--- src/rtl/lesf_pkg.sv ---
package lesf_pkg;
   // Byte addresses of the register words
   localparam logic [7:0] LESF_ADDR_FLAGS = 8'h00;
   localparam logic [7:0] LESF_ADDR_CLEAR = 8'h04;
   localparam logic [7:0] LESF_ADDR_ENABLE = 8'h08;
   localparam logic [7:0] LESF_ADDR_RAW = 8'h0c;
   // Field positions inside the flag byte, and the field count
   localparam int LESF_BIT_AMP = 7;
   localparam int LESF_BIT_TXJ = 6;
   localparam int LESF_BIT_RXJ = 5;
   localparam int LESF_NUM_EV = 3;
   // Reset values and the flag mask
   localparam logic [7:0] LESF_FLAGS_RST = 8'h00;
   localparam logic [7:0] LESF_ENABLE_RST = 8'he0;
   localparam logic [7:0] LESF_FLAG_MASK = 8'he0;
   // Address width used by the slave
   localparam int LESF_AW = 8;
endpackage : lesf_pkg

--- src/rtl/lesf_ev_if.sv ---
`timescale 1ns/1ps
`default_nettype none
// Event strobes and flag state between the core and the flag module
interface lesf_ev_if;
   logic [7:0] set_vec;
   logic [7:0] clr_vec;
   logic [7:0] flags;
   modport core (output set_vec, output clr_vec, input flags);
   modport bank (input set_vec, input clr_vec, output flags);
endinterface : lesf_ev_if
`default_nettype wire

--- src/rtl/lesf_flag_bank.sv ---
`timescale 1ns/1ps
`default_nettype none
// Sticky flag byte: set wins over a clear in the same cycle
module lesf_flag_bank (
   input wire logic i_clock,
   input wire logic i_nrst,
   lesf_ev_if.bank ev
);
   import lesf_pkg::*;
   logic [7:0] flags_reg;
   logic [7:0] flags_next;

   // Set has priority so an event in the clearing cycle is kept
   assign flags_next = ((flags_reg & ~ev.clr_vec) | ev.set_vec)
      & LESF_FLAG_MASK;

   always_ff @(posedge i_clock) begin
      if (!i_nrst) begin
         flags_reg <= LESF_FLAGS_RST;
      end else begin
         flags_reg <= flags_next;
      end
   end

   assign ev.flags = flags_reg;
endmodule : lesf_flag_bank
`default_nettype wire

--- src/rtl/lesf_top.sv ---
`timescale 1ns/1ps
`default_nettype none
module lesf_top (
   input wire logic i_clock,
   input wire logic i_nrst,
   input wire logic i_psel,
   input wire logic i_penable,
   input wire logic i_pwrite,
   input wire logic [lesf_pkg::LESF_AW-1:0] i_paddr,
   input wire logic [31:0] i_pwdata,
   output logic [31:0] o_prdata,
   output logic o_pready,
   output logic o_pslverr,
   input wire logic i_amplitude_overflow,
   input wire logic i_tx_jitter_fifo_ovf,
   input wire logic i_tx_jitter_fifo_unf,
   input wire logic i_rx_jitter_fifo_ovf,
   input wire logic i_rx_jitter_fifo_unf,
   output logic o_irq
);
   import lesf_pkg::*;

   lesf_ev_if ev ();

   logic [7:0] enable_reg;
   logic [7:0] enable_next;
   logic [31:0] rdata_reg;
   logic [31:0] rdata_next;
   logic [LESF_NUM_EV-1:0] ev_sync1_reg;
   logic [LESF_NUM_EV-1:0] ev_sync2_reg;
   logic [LESF_NUM_EV-1:0] ev_prev_reg;
   logic [LESF_NUM_EV-1:0] ev_raw;
   logic [LESF_NUM_EV-1:0] ev_rise;

   // Event sources sit outside this clock, so synchronise them first
   assign ev_raw = {i_amplitude_overflow,
                    i_tx_jitter_fifo_ovf | i_tx_jitter_fifo_unf,
                    i_rx_jitter_fifo_ovf | i_rx_jitter_fifo_unf};

   always_ff @(posedge i_clock) begin
      if (!i_nrst) begin
         ev_sync1_reg <= '0;
         ev_sync2_reg <= '0;
         ev_prev_reg <= '0;
      end else begin
         ev_sync1_reg <= ev_raw;
         ev_sync2_reg <= ev_sync1_reg;
         ev_prev_reg <= ev_sync2_reg;
      end
   end

   // Rising edge only: a held level flags once, not after every clear
   assign ev_rise = ev_sync2_reg & ~ev_prev_reg;

   // Flag set vector, one bit per documented field
   assign ev.set_vec[LESF_BIT_AMP] = ev_rise[2];
   assign ev.set_vec[LESF_BIT_TXJ] = ev_rise[1];
   assign ev.set_vec[LESF_BIT_RXJ] = ev_rise[0];
   assign ev.set_vec[4:0] = 5'h00;

   // APB decode; zero wait states so pready is always high
   logic wr_en;
   logic hit_flags;
   logic hit_clear;
   logic hit_enable;
   logic hit_raw;
   logic hit_any;
   assign wr_en = i_psel & i_penable & i_pwrite;
   assign hit_flags = (i_paddr == LESF_ADDR_FLAGS);
   assign hit_clear = (i_paddr == LESF_ADDR_CLEAR);
   assign hit_enable = (i_paddr == LESF_ADDR_ENABLE);
   assign hit_raw = (i_paddr == LESF_ADDR_RAW);
   assign hit_any = hit_flags | hit_clear | hit_enable | hit_raw;
   assign o_pready = 1'b1;
   assign o_pslverr = i_psel & i_penable & ~hit_any;

   // Write-one-to-clear works at the flag word and the clear word
   assign ev.clr_vec = (wr_en & (hit_flags | hit_clear))
      ? (i_pwdata[7:0] & LESF_FLAG_MASK) : 8'h00;

   assign enable_next = (wr_en & hit_enable)
      ? (i_pwdata[7:0] & LESF_FLAG_MASK) : enable_reg;

   always_ff @(posedge i_clock) begin
      if (!i_nrst) begin
         enable_reg <= LESF_ENABLE_RST;
      end else begin
         enable_reg <= enable_next;
      end
   end

   // Read mux; clear word is write-only and reads zero
   always_comb begin
      rdata_next = 32'h0000_0000;
      if (i_psel & ~i_penable & ~i_pwrite) begin
         if (hit_flags) begin
            rdata_next = {24'h00_0000, ev.flags};
         end else if (hit_enable) begin
            rdata_next = {24'h00_0000, enable_reg};
         end else if (hit_raw) begin
            rdata_next = {24'h00_0000, ev_sync2_reg, 5'h00};
         end else begin
            rdata_next = 32'h0000_0000;
         end
      end else begin
         rdata_next = rdata_reg;
      end
   end

   // Data captured in setup so the access phase returns a register
   always_ff @(posedge i_clock) begin
      if (!i_nrst) begin
         rdata_reg <= 32'h0000_0000;
      end else begin
         rdata_reg <= rdata_next;
      end
   end
   assign o_prdata = rdata_reg;

   lesf_flag_bank u_bank (
      .i_clock(i_clock),
      .i_nrst(i_nrst),
      .ev(ev)
   );

   // Level interrupt while any enabled flag stands
   assign o_irq = |(ev.flags & enable_reg);
endmodule : lesf_top
`default_nettype wire

--- config.mk ---
export PLATFORM = sky130hd
export DESIGN_NAME = lesf_top
export DESIGN_NICKNAME = d
export VERILOG_FILES = /design/src/rtl/lesf_pkg.sv /design/src/rtl/lesf_ev_if.sv /design/src/rtl/lesf_flag_bank.sv /design/src/rtl/lesf_top.sv
export SDC_FILE = /design/constraint.sdc
export NUM_CORES = 1
export LEC_CHECK = 0
export BUFFER_PORTS_ARGS = -buffer_cell sky130_fd_sc_hd__buf_2
export CAP_MARGIN = 30
export CORE_ASPECT_RATIO = 1.25
export CORE_MARGIN = 2
export CORE_UTILIZATION = 42
export CTS_BUF_LIST = sky130_fd_sc_hd__clkbuf_4
export DETAILED_ROUTE_END_ITERATION = 12
export GPL_ROUTABILITY_DRIVEN = 0
export HOLD_SLACK_MARGIN = 0.02
export PLACE_DENSITY_LB_ADDON = 0.25
export RECOVER_POWER = 100
export SYNTH_ARGS = -nofsm -noshare
export SYNTH_HDL_FRONTEND = slang
export SYNTH_HIERARCHICAL = 1
export SYNTH_SLANG_ARGS = --single-unit
--- constraint.sdc ---
create_clock -name i_clock -period 2.4 [get_ports i_clock]
set_input_delay 0.48 -clock i_clock [delete_from_list [all_inputs] [get_ports i_clock]]
set_output_delay 0.48 -clock i_clock [all_outputs]
set_load 0.01 [all_outputs]
* After elaboration in Yosys (flattened, before gate mapping) *
Cells that the tools add are included.

cells by class
  reduce and logical (&&, ||, !) cells = 2
  bitwise logic cells = 21
  eq/ne operators = 3
  muxes and demuxes = 4

operator list
  operator                                                         number
  8-bit 2-to-1 mux                                                 4
  8-bit AND                                                        2
  8-bit by 4-bit == test with 1-bit output, second input constant  2
  8-bit by 3-bit == test with 1-bit output, second input constant  1
  8-bit zero test                                                  1
  8-bit NOT                                                        1
  8-bit OR                                                         1
  8-bit OR reduction                                               1
  1-bit AND                                                        7
  1-bit OR                                                         5
  3-bit AND                                                        1
  1-bit NOT                                                        3
  3-bit NOT                                                        1

word-level totals
  logic and storage cells = 37
  bits in registers = 52
  output and inout port bits = 35

* Longest topological paths before layout *
Gate-level depths: netlist of run 1.

  depth after elaboration = 7
  gate-level depth with buffers = 5
  mapped depth without buffers = 5

* By module *
Netlist of run 1, hierarchy kept.

modules (own cells, without submodules)
  module          times used  area an instance (µm²)  cells an instance
  lesf_top        1           1056.0                  104
  lesf_flag_bank  1           165.2                   15

* Worst setup path before layout of run 1 *
No wires, ideal clock.

  path kind = input to output
  from = input i_paddr[1] (netlist bit)
  to = output o_pslverr
  path buffers = 0
  required time = 1.920 ns
  path slack = 0.395 ns
  cell stages on the path = 3
  arrival = 1.525 ns
  path through = or4_4 or2_4 and3_1

on the way
  cells in the longest elaborated chain, start to end = 6
  elaborated cells between the ends (all ways) = 9
  classes of those cells = eq/ne: 3; bitwise: 5; reduce/logical: 1

ends and longest elaborated chain
  what                                                                         RTL line                        text
  start: declaration                                                           lesf_top.sv:9                   input wire logic [lesf_pkg::LESF_AW-1:0] i_paddr,
  8-bit by 3-bit == test with 1-bit output or 8-bit zero test (tied branches)  lesf_top.sv:70, lesf_top.sv:69
  1-bit OR (2 in series)                                                       lesf_top.sv:73                  assign hit_any = hit_flags | hit_clear | hit_enable | hit_raw;
  1-bit OR *                                                                   lesf_top.sv:73
  1-bit NOT *                                                                  lesf_top.sv:75                  assign o_pslverr = i_psel & i_penable & ~hit_any;
  1-bit AND *                                                                  lesf_top.sv:75
  end: declaration                                                             lesf_top.sv:13                  output logic o_pslverr,

Mark *: on every way between the ends. The rest lies on a longest branch, timed or not.

* Final worst setup path of run 1 *
Same ends and word-level chain as after synthesis.

==> results.json, run 1 <==
{
  "synth_largest_type_area_fraction_pct": 37.7,
  "path_buf_inv": 2,
  "initial_core_util_pct": 44.7,
  "layout.cells.most_common_list": "sky130_fd_sc_hd__conb_1 (30), sky130_fd_sc_hd__dfxtp_1 (23), sky130_fd_sc_hd__buf_2 (20)",
  "antenna_found_initial": 0,
  "vdd_ir_drop_max_mv": 0.425,
  "timing.critical_path.fanout_max": 4,
  "status": "completed",
  "final_cells": 182,
  "clk_root_buffer_cell": "sky130_fd_sc_hd__clkbuf_4",
  "peak_clock_frequency_supported_by_timing_mhz": 444,
  "largest_reg_flops": 8,
  "grt_setup_unrepaired": "no",
  "fin_worst_skew_ns": 0.000962,
  "design.die.area_mm2": 0.00336,
  "finalWorstSetupSlack_ns": 0.150,
  "ys_seq_elements": 23,
  "cpMostUsedCell": "sky130_fd_sc_hd__buf_2",
  "max_slew.worst_pin.slew_ns": 0.823,
  "drt-vias-per-instance": 4.50,
  "hpwl_um": 1530,
  "detailedPlace.worstSlack_ns": 0.175,
  "worst_slew_margin_rel_pct": 44.7,
  "final_antenna_net_count": 0,
  "grt_pass1_vias": 713,
  "core_area_mm2": 0.00273,
  "clock_latency_reported_for_the_late_side_of_the_worst_skew_pair_ns": 0.30,
  "io_buffer_count": 30,
  "tns_ns": 0,
  "synth_top_area_cell": "sky130_fd_sc_hd__dfxtp_1",
  "area_delta_synth_final_pct": 2.15,
  "row_count": 21,
  "nNetsFinal": 199,
  "drt_wl_total_um": 1890,
  "cp_top_family": "simple AND/OR/NAND/NOR gates",
  "slew_violations": 0,
  "hold_buffers": 0,
  "worst_min_delay_path_class": "primary input to register",
  "final_core_util_pct": 45.7,
  "ff_latch_area_um2": 460,
  "route.detailed.drc": 0,
  "average_cell_area_after_synthesis_um2": 10.3,
  "fillerInstances": 302,
  "postLayoutCellArea_mm2": 0.00125,
  "end_kind": "primary output",
  "drtPass1Iterations": 4,
  "overflow": 0,
  "die_span_in_x_um": 52.2,
  "timing.final.crit_share_pct": 93.8,
  "period_needed_ns": 2.25,
  "tritoncts_clock_tree": "yes",
  "syn_area_mm2": 0.00122,
  "htreeDepth": 1,
  "grt_usage_pct": 11.7,
  "post-layout-total-power_mw": 0.661,
  "place_inst": 178,
  "static_leakage_power_nw": 0.540,
  "hold_viol_final": 0,
  "number_of_cts_inserted_buffers": 3,
  "timing.setup.critical_path_class": "primary input to primary output",
  "wire_length_of_the_first_global_routing_pass_um": 2980,
  "cts.repair.resized": 0,
  "route.detailed.wl_per_inst_um": 10.4,
  "crit_slowest_cell": "sky130_fd_sc_hd__or4_1",
  "fin_worst_hold_slack_ns": 0.365,
  "synth.lib_cells_used.distinct": 26,
  "dr_total_vias": 819,
  "powerDensity_mw_per_mm2": 530,
  "crit_path_start_kind": "primary input",
  "cts.sinks": 23,
  "io_pins": 85,
  "postSynthCellCount": 119,
  "layout.cells.most_common": "sky130_fd_sc_hd__conb_1",
  "path_clk_slew_ns": 0.11,
  "die_h_um": 64.3,
  "ys_seq_area_share_pct": 37.7,
  "setup-violations-final": 0,
  "crit_path_cell_trace": "buf_2, or4_1, or2_0, and3_1, buf_2",
  "multi_input_area_um2": 569,
  "cp.required_ns": 1.92,
  "maximum_number_of_pins_on_one_net_before_global_route_repair": 21,
  "clock_path_buffers": 2,
  "timing.critical_path.slowest_cell_delay_ns": 0.57,
  "cts_setup_buffers": 0,
  "drtIter0Drc": 4,
  "drv.max_cap_violation_count": 0,
  "number_of_warnings_reported_in_the_yosys_synthesis_log": 6,
  "post_dp_cell_area_mm2": 0.00128,
  "antenna-diode-count": 0,
  "cp_data_arrival_time_ns": 1.77,
  "final_layout_size_suffix_gt1_share_pct": 18.9,
  "yosys-top-cells-area": "sky130_fd_sc_hd__dfxtp_1 (38%), sky130_fd_sc_hd__buf_4 (18%), sky130_fd_sc_hd__mux2i_1 (4.9%)"
}
## logic make-up after synthesis
group           Yosys count  share of synthesized area (%)
simple gates             35                           24.6
buf+inv                  34                           19.8
flops                    23                           37.7
compound gates           18                           12.1
mux                       6                           4.92
other cells               3                          0.922
## area by class of cell
class	count	area share, %
Timing Repair Buffer	30	11.0
Sequential cell	23	36.9
Multi-Input combinational cell	89	45.6
Clock buffer	4	2.41
Tap cell	34	3.41
Inverter	2	0.602
## cells in the mapped netlist
cell                        instances
sky130_fd_sc_hd__o21ai_0            3
sky130_fd_sc_hd__nand4_1            1
sky130_fd_sc_hd__nor3_4             1
sky130_fd_sc_hd__nor4b_2            3
sky130_fd_sc_hd__o31a_1             1
sky130_fd_sc_hd__or4_4              1
sky130_fd_sc_hd__o21a_1             5
sky130_fd_sc_hd__and2_1             7
sky130_fd_sc_hd__and3_1             1
sky130_fd_sc_hd__clkbuf_1           1
sky130_fd_sc_hd__nand3_1            4
sky130_fd_sc_hd__buf_4             30
sky130_fd_sc_hd__conb_1             3
sky130_fd_sc_hd__nor2b_1            9
sky130_fd_sc_hd__a222oi_1           1
sky130_fd_sc_hd__a22o_1             3
sky130_fd_sc_hd__or2_4              2
sky130_fd_sc_hd__inv_1              2
sky130_fd_sc_hd__mux2i_1            6
sky130_fd_sc_hd__nand4bb_1          1
sky130_fd_sc_hd__nor2b_4            3
sky130_fd_sc_hd__nor2_1             1
sky130_fd_sc_hd__buf_2              1
sky130_fd_sc_hd__dfxtp_1           23
sky130_fd_sc_hd__a32o_1             5
sky130_fd_sc_hd__nor4_4             1
## per-layer routing
metal  vias to the layer above  GRT usage (%)  wire (um)
met5                         -              0          0
met1                       376           11.8        734
met4                         0           2.56         12
li1                        411              -          -
met2                        29           22.0       1020
met3                         3           4.44        125
## power by group
group	total [mW]	internal (mW)	switching, mW
Clock	0.179	0.0761	0.103
Combinational	0.0853	0.0354	0.0499
Sequential	0.397	0.392	0.00486
## worst paths after layout
check / start / endpoint / slack [ns] / cells after the start
hold reg to reg: ev_sync1_reg[0]$_SDFF_PN0_ / ev_sync2_reg[0]$_SDFF_PN0_ / 0.44 / 1
setup reg to reg: u_bank/ev.flags[5]$_SDFF_PN0_ / o_prdata[5]$_SDFFE_PN0P_ / 1.54 / 3
hold / removal: i_tx_jitter_fifo_ovf / ev_sync1_reg[1]$_SDFF_PN0_ / 0.37 / 2
setup / recovery: i_paddr[1] / o_pslverr / 0.15 / 5
Power figures use the tool's default switching activity.
==> inputs of run 2 (changes only) <==
CORE_UTILIZATION = 39   (was 42)
SYNTH_HIERARCHICAL = unset   (was 1)
TNS_END_PERCENT = 50   (was unset)
==> run 2 against run 1 <==
Against the previous run:
- sequential cell count fell by 5
- die area fell by 9.3%
- first-iteration DRC count rose to 3.0 times the previous value
- final cell count fell by 5.5%
- via count fell by 6.8%
- synthesized cell count fell by 5.0%
- worst setup slack improved by 0.36 ns
- critical path type is now primary input to register
- largest cell class unchanged
==> results.json, run 2 <==
{
  "ys_seq_area_share_pct": 35.3,
  "yosys-top-cells-area": "sky130_fd_sc_hd__dfxtp_1 (35%), sky130_fd_sc_hd__buf_4 (22%), sky130_fd_sc_hd__nor2b_1 (7.4%)",
  "design.die.area_mm2": 0.00305,
  "core_area_mm2": 0.00245,
  "hold_viol_final": 0,
  "average_cell_area_after_synthesis_um2": 9.04,
  "antenna_found_initial": 0,
  "synth-compound-area-share_pct": 8.09,
  "synth.area.mux_share_pct": 5.88,
  "synth_top_area_cell": "sky130_fd_sc_hd__dfxtp_1",
  "timing.final.crit_share_pct": 78.7,
  "wl_met2_um": 803,
  "initial_core_util_pct": 41.6,
  "end_kind": "register",
  "hold_buffers": 0,
  "top_layer_used": "met4",
  "io_buffer_count": 25,
  "ff_latch_area_um2": 360,
  "synth-edff-count": 0,
  "synth_largest_type_area_fraction_pct": 35.3,
  "row_count": 20,
  "number_of_warnings_reported_in_the_yosys_synthesis_log": 0,
  "io_pins": 85,
  "layout.cells.most_common": "sky130_fd_sc_hd__conb_1",
  "tns_ns": 0,
  "synth_area_in_xor_xnor_pct": 0,
  "cp_data_arrival_time_ns": 2.12,
  "final_cells": 172,
  "fin_worst_skew_ns": 0.00865,
  "die_span_in_x_um": 49.8,
  "synth.lib_cells_used.distinct": 25,
  "postLayoutCellArea_mm2": 0.00106,
  "clock_latency_reported_for_the_late_side_of_the_worst_skew_pair_ns": 0.29,
  "fillerInstances": 264,
  "hpwl_um": 1390,
  "nNetsFinal": 190,
  "cp.required_ns": 2.63,
  "cts_setup_buffers": 0,
  "clock_path_buffers": 2,
  "drt-vias-per-instance": 4.44,
  "met3_routed_wirelength_um": 131,
  "synth_common_cells": "sky130_fd_sc_hd__buf_4 (30), sky130_fd_sc_hd__dfxtp_1 (18), sky130_fd_sc_hd__nor2b_1 (12)",
  "multi_input_area_um2": 507,
  "max_slew.worst_pin.slew_ns": 0.831,
  "grt_pass1_vias": 649,
  "antenna-diode-count": 0,
  "die_h_um": 61.2,
  "asyncSetResetFlopFracSynth_pct": 0,
  "final_antenna_net_count": 0,
  "drt_wl_total_um": 1730,
  "area_delta_synth_final_pct": 4.29,
  "syn_area_mm2": 0.00102,
  "crit_path_start_kind": "primary input",
  "grt_setup_unrepaired": "no",
  "timing.setup.critical_path_class": "primary input to register",
  "overflow": 0,
  "htreeDepth": 1,
  "worst_min_delay_path_class": "primary input to register",
  "static_leakage_power_nw": 0.470,
  "route.detailed.wl_per_inst_um": 10.0,
  "drv.max_cap_violation_count": 0,
  "cts.repair.resized": 0,
  "path_clk_slew_ns": 0.10,
  "grt_usage_pct": 11.2,
  "clk_root_buffer_cell": "sky130_fd_sc_hd__clkbuf_4",
  "postSynthCellCount": 113,
  "post-layout-total-power_mw": 0.546,
  "post_synth_and_or_nand_nor_area_fraction_pct": 26.5,
  "synth_top_family_by_area": "simple AND/OR/NAND/NOR gates",
  "drtIter0Drc": 12,
  "dr_total_vias": 763,
  "final_layout_size_suffix_gt1_share_pct": 18.0,
  "detail_route.wirelength.met1_um": 749,
  "setup-violations-final": 0,
  "place_inst": 168,
  "timing.critical_path.fanout_max": 3,
  "worst_slew_margin_rel_pct": 44.1,
  "tritoncts_clock_tree": "yes",
  "layout.cells.most_common_list": "sky130_fd_sc_hd__conb_1 (30), sky130_fd_sc_hd__buf_2 (20), sky130_fd_sc_hd__dfxtp_1 (18)",
  "post_synthesis_share_of_cell_area_spent_on_full_adders_half_adders_and_majority_gates_pct": 0,
  "powerDensity_mw_per_mm2": 513,
  "post-synth-top-count-cell": "sky130_fd_sc_hd__buf_4",
  "ys_seq_elements": 18,
  "drtPass1Iterations": 4,
  "status": "completed",
  "vdd_ir_drop_max_mv": 0.270,
  "synth-main-ff-cell": "sky130_fd_sc_hd__dfxtp_1",
  "route.detailed.drc": 0,
  "cts.sinks": 18,
  "wire_length_of_the_first_global_routing_pass_um": 2560,
  "period_needed_ns": 1.89,
  "slew_violations": 0,
  "post_dp_cell_area_mm2": 0.00107,
  "peak_clock_frequency_supported_by_timing_mhz": 530,
  "number_of_cts_inserted_buffers": 3,
  "maximum_number_of_pins_on_one_net_before_global_route_repair": 23
}
[run 2: changes by cell type after synthesis, moves of 3 or more]
cell | previous run | this run
sky130_fd_sc_hd__a21oi_1 | 0 | 4
sky130_fd_sc_hd__nor4b_2 | 3 | 0
sky130_fd_sc_hd__dfxtp_1 | 23 | 18
sky130_fd_sc_hd__o211ai_1 | 0 | 3
sky130_fd_sc_hd__nand4_1 | 1 | 4
sky130_fd_sc_hd__o21a_1 | 5 | 2
sky130_fd_sc_hd__a22o_1 | 3 | 0
sky130_fd_sc_hd__a32o_1 | 5 | 0
sky130_fd_sc_hd__nor2b_1 | 9 | 12
sky130_fd_sc_hd__nor2b_4 | 3 | 0
sky130_fd_sc_hd__nor3b_1 | 0 | 3
[run 2: critical path, stage by stage]
cell	delay, ns
sky130_fd_sc_hd__buf_2	0.11
sky130_fd_sc_hd__or4_1	0.54
sky130_fd_sc_hd__nor4_1	0.74
sky130_fd_sc_hd__mux2i_1	0.26
[run 2: cells by family (layout without fill, tap and decap cells)]
kind of cell / Yosys count / count (layout)
AND/OR/NAND/NOR: 40 / 40
buffers and inverters: 34 / 32
flip-flops: 18 / 18
AO/OA/AOI/OAI: 13 / 13
multiplexers: 6 / 6
other: 2 / 30
[run 2: power breakdown]
group	internal (mW)	leakage [nW]	switching [mW]
combinational	0.0310	0.307	0.0514
clock	0.0605	0.0154	0.0891
sequential	0.309	0.148	0.00489
total	0.400	0.470	0.145
[run 2: per-stage QoR]
step                      hold WS [ns]  util, %  setup WS, ns
after floorplan                  0.406        -         0.722
final                            0.377     43.4         0.512
after global placement           0.413     43.7         0.569
after global routing             0.360     43.4         0.417
after CTS                        0.369     44.7         0.630
after detailed placement         0.417     43.7         0.542
[run 2: layout make-up]
type                       instances  area share [%]
inverter                           1           0.353
clock buffer                       3            2.12
multi-input combinational         89            47.6
clock inverter                     1           0.353
timing repair buffer              27            11.9
tap                               33            3.88
sequential                        18            33.8
[run 2: final timing paths]
check | from | cells past startpoint | end | slack, ns
hold / removal | i_tx_jitter_fifo_ovf | 2 | ev_sync1_reg[1]$_SDFF_PN0_ | 0.38
setup reg to reg | u_bank.ev.flags[7]$_SDFF_PN0_ | 3 | o_prdata[7]$_SDFFE_PN0P_ | 1.51
setup / recovery | i_paddr[1] | 4 | enable_reg[6]$_SDFFE_PN1P_ | 0.51
hold reg to reg | ev_sync1_reg[1]$_SDFF_PN0_ | 1 | ev_sync2_reg[1]$_SDFF_PN0_ | 0.44
[run 2: per-layer routing]
| metal | track usage [%] | vias up |
|---|---|---|
| met1 | 12.1 | 339 |
| li1 | - | 381 |
| met4 | 8.33 | 0 |
| met3 | 1.46 | 5 |
| met5 | 0 | - |
| met2 | 20.2 | 38 |
==> inputs of run 3 (changes only) <==
ABC_AREA = 1   (was unset)
CORE_UTILIZATION = 36   (was 39)
clock period = 1.55 ns   (was 2.4 ns; I/O delays follow)
==> run 3 against run 2 <==
Against the previous run:
- clock power up 49%
- via count up 14%
- synthesized cell count up 35%
- worst setup slack worse by 0.25 ns
- global-route usage up 0.36 points
- power up 55%
- register-to-register slack worse by 0.78 ns
- worst hold slack worse by 0.18 ns
- area after synthesis up 3.4%
- wire length up 6.4%
- critical path type is now primary input to primary output
- critical endpoint is now o_pslverr
- largest power group unchanged
==> results.json, run 3 <==
{
  "status": "completed",
  "fin_worst_hold_slack_ns": 0.198,
  "slew_violations": 0,
  "route.detailed.drc": 0,
  "worst_slew_margin_rel_pct": 55.7,
  "wire_length_of_the_first_global_routing_pass_um": 2970,
  "antenna_found_initial": 0,
  "detailedPlace.worstSlack_ns": 0.242,
  "layout.cells.most_common": "sky130_fd_sc_hd__conb_1",
  "synth-main-ff-cell": "sky130_fd_sc_hd__dfxtp_1",
  "final_cells": 211,
  "post-synth-top-count-cell": "sky130_fd_sc_hd__buf_4",
  "timing.setup.critical_path_class": "primary input to primary output",
  "postLayoutCellArea_mm2": 0.00110,
  "fin_worst_skew_ns": 0.00161,
  "vdd_ir_drop_max_mv": 0.511,
  "average_cell_area_after_synthesis_um2": 6.90,
  "grt_setup_unrepaired": "no",
  "final_layout_size_suffix_gt1_share_pct": 16.4,
  "worst-r2r-setup-slack_ns": 0.73,
  "initial_core_util_pct": 38.6,
  "timing.critical_path.slowest_cell_delay_ns": 0.18,
  "die_h_um": 64.6,
  "design.die.area_mm2": 0.00339,
  "dr_total_vias": 867,
  "core_area_mm2": 0.00273,
  "overflow": 0,
  "hold-path-cell-count": 3,
  "drt-vias-per-instance": 4.11,
  "holdPathEnd": "ev_sync1_reg[2]$_SDFF_PN0_",
  "p_seq_share_pct": 58.3,
  "switching_share_pct": 27.3,
  "timing.critical_path.fanout_max": 3,
  "total_switching_power_mw": 0.231,
  "static_leakage_power_nw": 0.638,
  "synth_common_cells": "sky130_fd_sc_hd__buf_4 (30), sky130_fd_sc_hd__nand2_1 (29), sky130_fd_sc_hd__inv_1 (22)",
  "powerDensity_mw_per_mm2": 770,
  "crit_slowest_cell": "sky130_fd_sc_hd__o211ai_1",
  "yosys-top-cells-area": "sky130_fd_sc_hd__dfxtp_1 (34%), sky130_fd_sc_hd__buf_4 (21%), sky130_fd_sc_hd__nand2_1 (10%)",
  "cts.sinks": 18,
  "timing.final.crit_share_pct": 83.3,
  "synth-edff-count": 0,
  "number_of_warnings_reported_in_the_yosys_synthesis_log": 0,
  "grt_usage_pct": 11.5,
  "crit_path_cell_trace": "buf_2, nor2_1, nand3_1, o211ai_1, inv_1, clkbuf_1",
  "synth.lib_cells_used.distinct": 19,
  "syn_area_mm2": 0.00106,
  "route.detailed.wl_per_inst_um": 8.71,
  "crit_path_start_kind": "primary input",
  "drtIter0Drc": 9,
  "worst_reg2reg_startpoint": "ev_sync2_reg[2]$_SDFF_PN0_",
  "layout.cells.most_common_list": "sky130_fd_sc_hd__conb_1 (30), sky130_fd_sc_hd__nand2_1 (29), sky130_fd_sc_hd__inv_1 (23)",
  "worst_r2r_endpoint": "u_bank.ev.flags[7]$_SDFF_PN0_",
  "asyncSetResetFlopFracSynth_pct": 0,
  "grt_pass1_vias": 754,
  "synth_largest_type_area_fraction_pct": 34.1,
  "post_dp_cell_area_mm2": 0.00109,
  "worst_min_delay_path_class": "primary input to register",
  "period_needed_ns": 1.29,
  "hold_viol_final": 0,
  "final_antenna_net_count": 0,
  "antenna-diode-count": 0,
  "maximum_number_of_pins_on_one_net_before_global_route_repair": 18,
  "peak_clock_frequency_supported_by_timing_mhz": 775,
  "finalWorstSetupSlack_ns": 0.260,
  "ys_seq_elements": 18,
  "cp.required_ns": 1.24,
  "area_delta_synth_final_pct": 3.91,
  "hold_buffers": 0,
  "clkPwrFrac_pct": 26.4,
  "ys_seq_area_share_pct": 34.1,
  "htreeDepth": 1,
  "cp_data_arrival_time_ns": 0.98,
  "hpwl_um": 1510,
  "drt_wl_total_um": 1840,
  "min_from": "i_amplitude_overflow",
  "place_inst": 208,
  "die_span_in_x_um": 52.4,
  "tns_ns": 0,
  "cts.repair.resized": 0,
  "row_count": 21,
  "io_pins": 85,
  "cts_setup_buffers": 0,
  "io_buffer_count": 25,
  "nNetsFinal": 229,
  "postSynthCellCount": 153,
  "drv.max_cap_violation_count": 0,
  "clock_path_buffers": 2,
  "clk_root_buffer_cell": "sky130_fd_sc_hd__clkbuf_4",
  "intPower_mw": 0.614,
  "path_clk_slew_ns": 0.09,
  "drtPass1Iterations": 4,
  "number_of_cts_inserted_buffers": 3,
  "setup-violations-final": 0,
  "tritoncts_clock_tree": "yes",
  "clock_latency_reported_for_the_late_side_of_the_worst_skew_pair_ns": 0.28,
  "end_kind": "primary output",
  "power.share.combinational_pct": 15.4,
  "r2r.worst_path.cells": 3,
  "synth_top_area_cell": "sky130_fd_sc_hd__dfxtp_1",
  "max_slew.worst_pin.slew_ns": 0.665
}
-- run 3: cell types whose count changed after synthesis, moves of 3 or more --
| cell | delta |
|---|---|
| sky130_fd_sc_hd__inv_1 | +21 |
| sky130_fd_sc_hd__nor3b_1 | -3 |
| sky130_fd_sc_hd__nand4_1 | -4 |
| sky130_fd_sc_hd__clkbuf_1 | -3 |
| sky130_fd_sc_hd__nand2_1 | +28 |
| sky130_fd_sc_hd__nor2_1 | +10 |
| sky130_fd_sc_hd__nand3_1 | +15 |
| sky130_fd_sc_hd__nor2b_1 | -12 |
| sky130_fd_sc_hd__mux2i_1 | -6 |
| sky130_fd_sc_hd__and2_1 | -7 |
-- run 3: how the worst max path moves through the flow --
| stage | from | slack, ns | end |
|---|---|---|---|
| finish | i_paddr[7] | 0.26 | o_pslverr |
| global route | i_paddr[7] | 0.16 | o_pslverr |
| CTS | i_paddr[7] | 0.24 | o_pslverr |
| detailed placement | i_paddr[7] | 0.24 | o_pslverr |
| global placement | i_paddr[7] | 0.25 | o_pslverr |
| floorplan | i_paddr[7] | 0.51 | o_pslverr |
-- run 3: final cells by class --
class                      count  area, um2
timing repair buffer          25        118
sequential                    18        360
tap                           34       42.5
inverter                      23       86.3
multi-input combinational    108        468
clock buffer                   3       22.5
fill                         326       1640
-- run 3: routing by layer --
metal | GRT usage [%] | vias up | share of wire [%]
met5 | 0 | - | 0
met4 | 4.81 | 0 | 0.87
met3 | 2.76 | 3 | 7.2
met2 | 20.9 | 32 | 50
met1 | 12.2 | 374 | 42
li1 | - | 458 | -
-- run 3: logic make-up after synthesis --
kind of cell	Yosys count	share of synthesized area, %
other cells	2	0.711
buf+inv	55	30.4
simple gates	67	28.6
flops	18	34.1
compound gates	11	6.16
-- run 3: metrics by stage --
| step | total power, mW | util (%) |
|---|---|---|
| final | 0.844 | 40.2 |
| after global routing | 0.904 | 40.2 |
| after CTS | 0.857 | 40.8 |
| after detailed placement | 0.637 | 40.0 |
| after global placement | 0.633 | 40.0 |
| after floorplan | 0.646 | - |
-- run 3: critical path, delay by kind of cell --
kind            cells  cell delay [ns]
buf+inv             3             0.27
simple gates        2             0.21
compound gates      1             0.18
-- run 3: power groups by stage --
| stage | registers, mW | logic (mW) | clock network [mW] |
|---|---|---|---|
| finish | 0.492 | 0.130 | 0.223 |
| floorplan | 0.502 | 0.143 | 0 |
| detailed placement | 0.503 | 0.134 | 0 |
| global placement | 0.503 | 0.131 | 0 |
| global route | 0.496 | 0.151 | 0.258 |
| CTS | 0.493 | 0.134 | 0.231 |
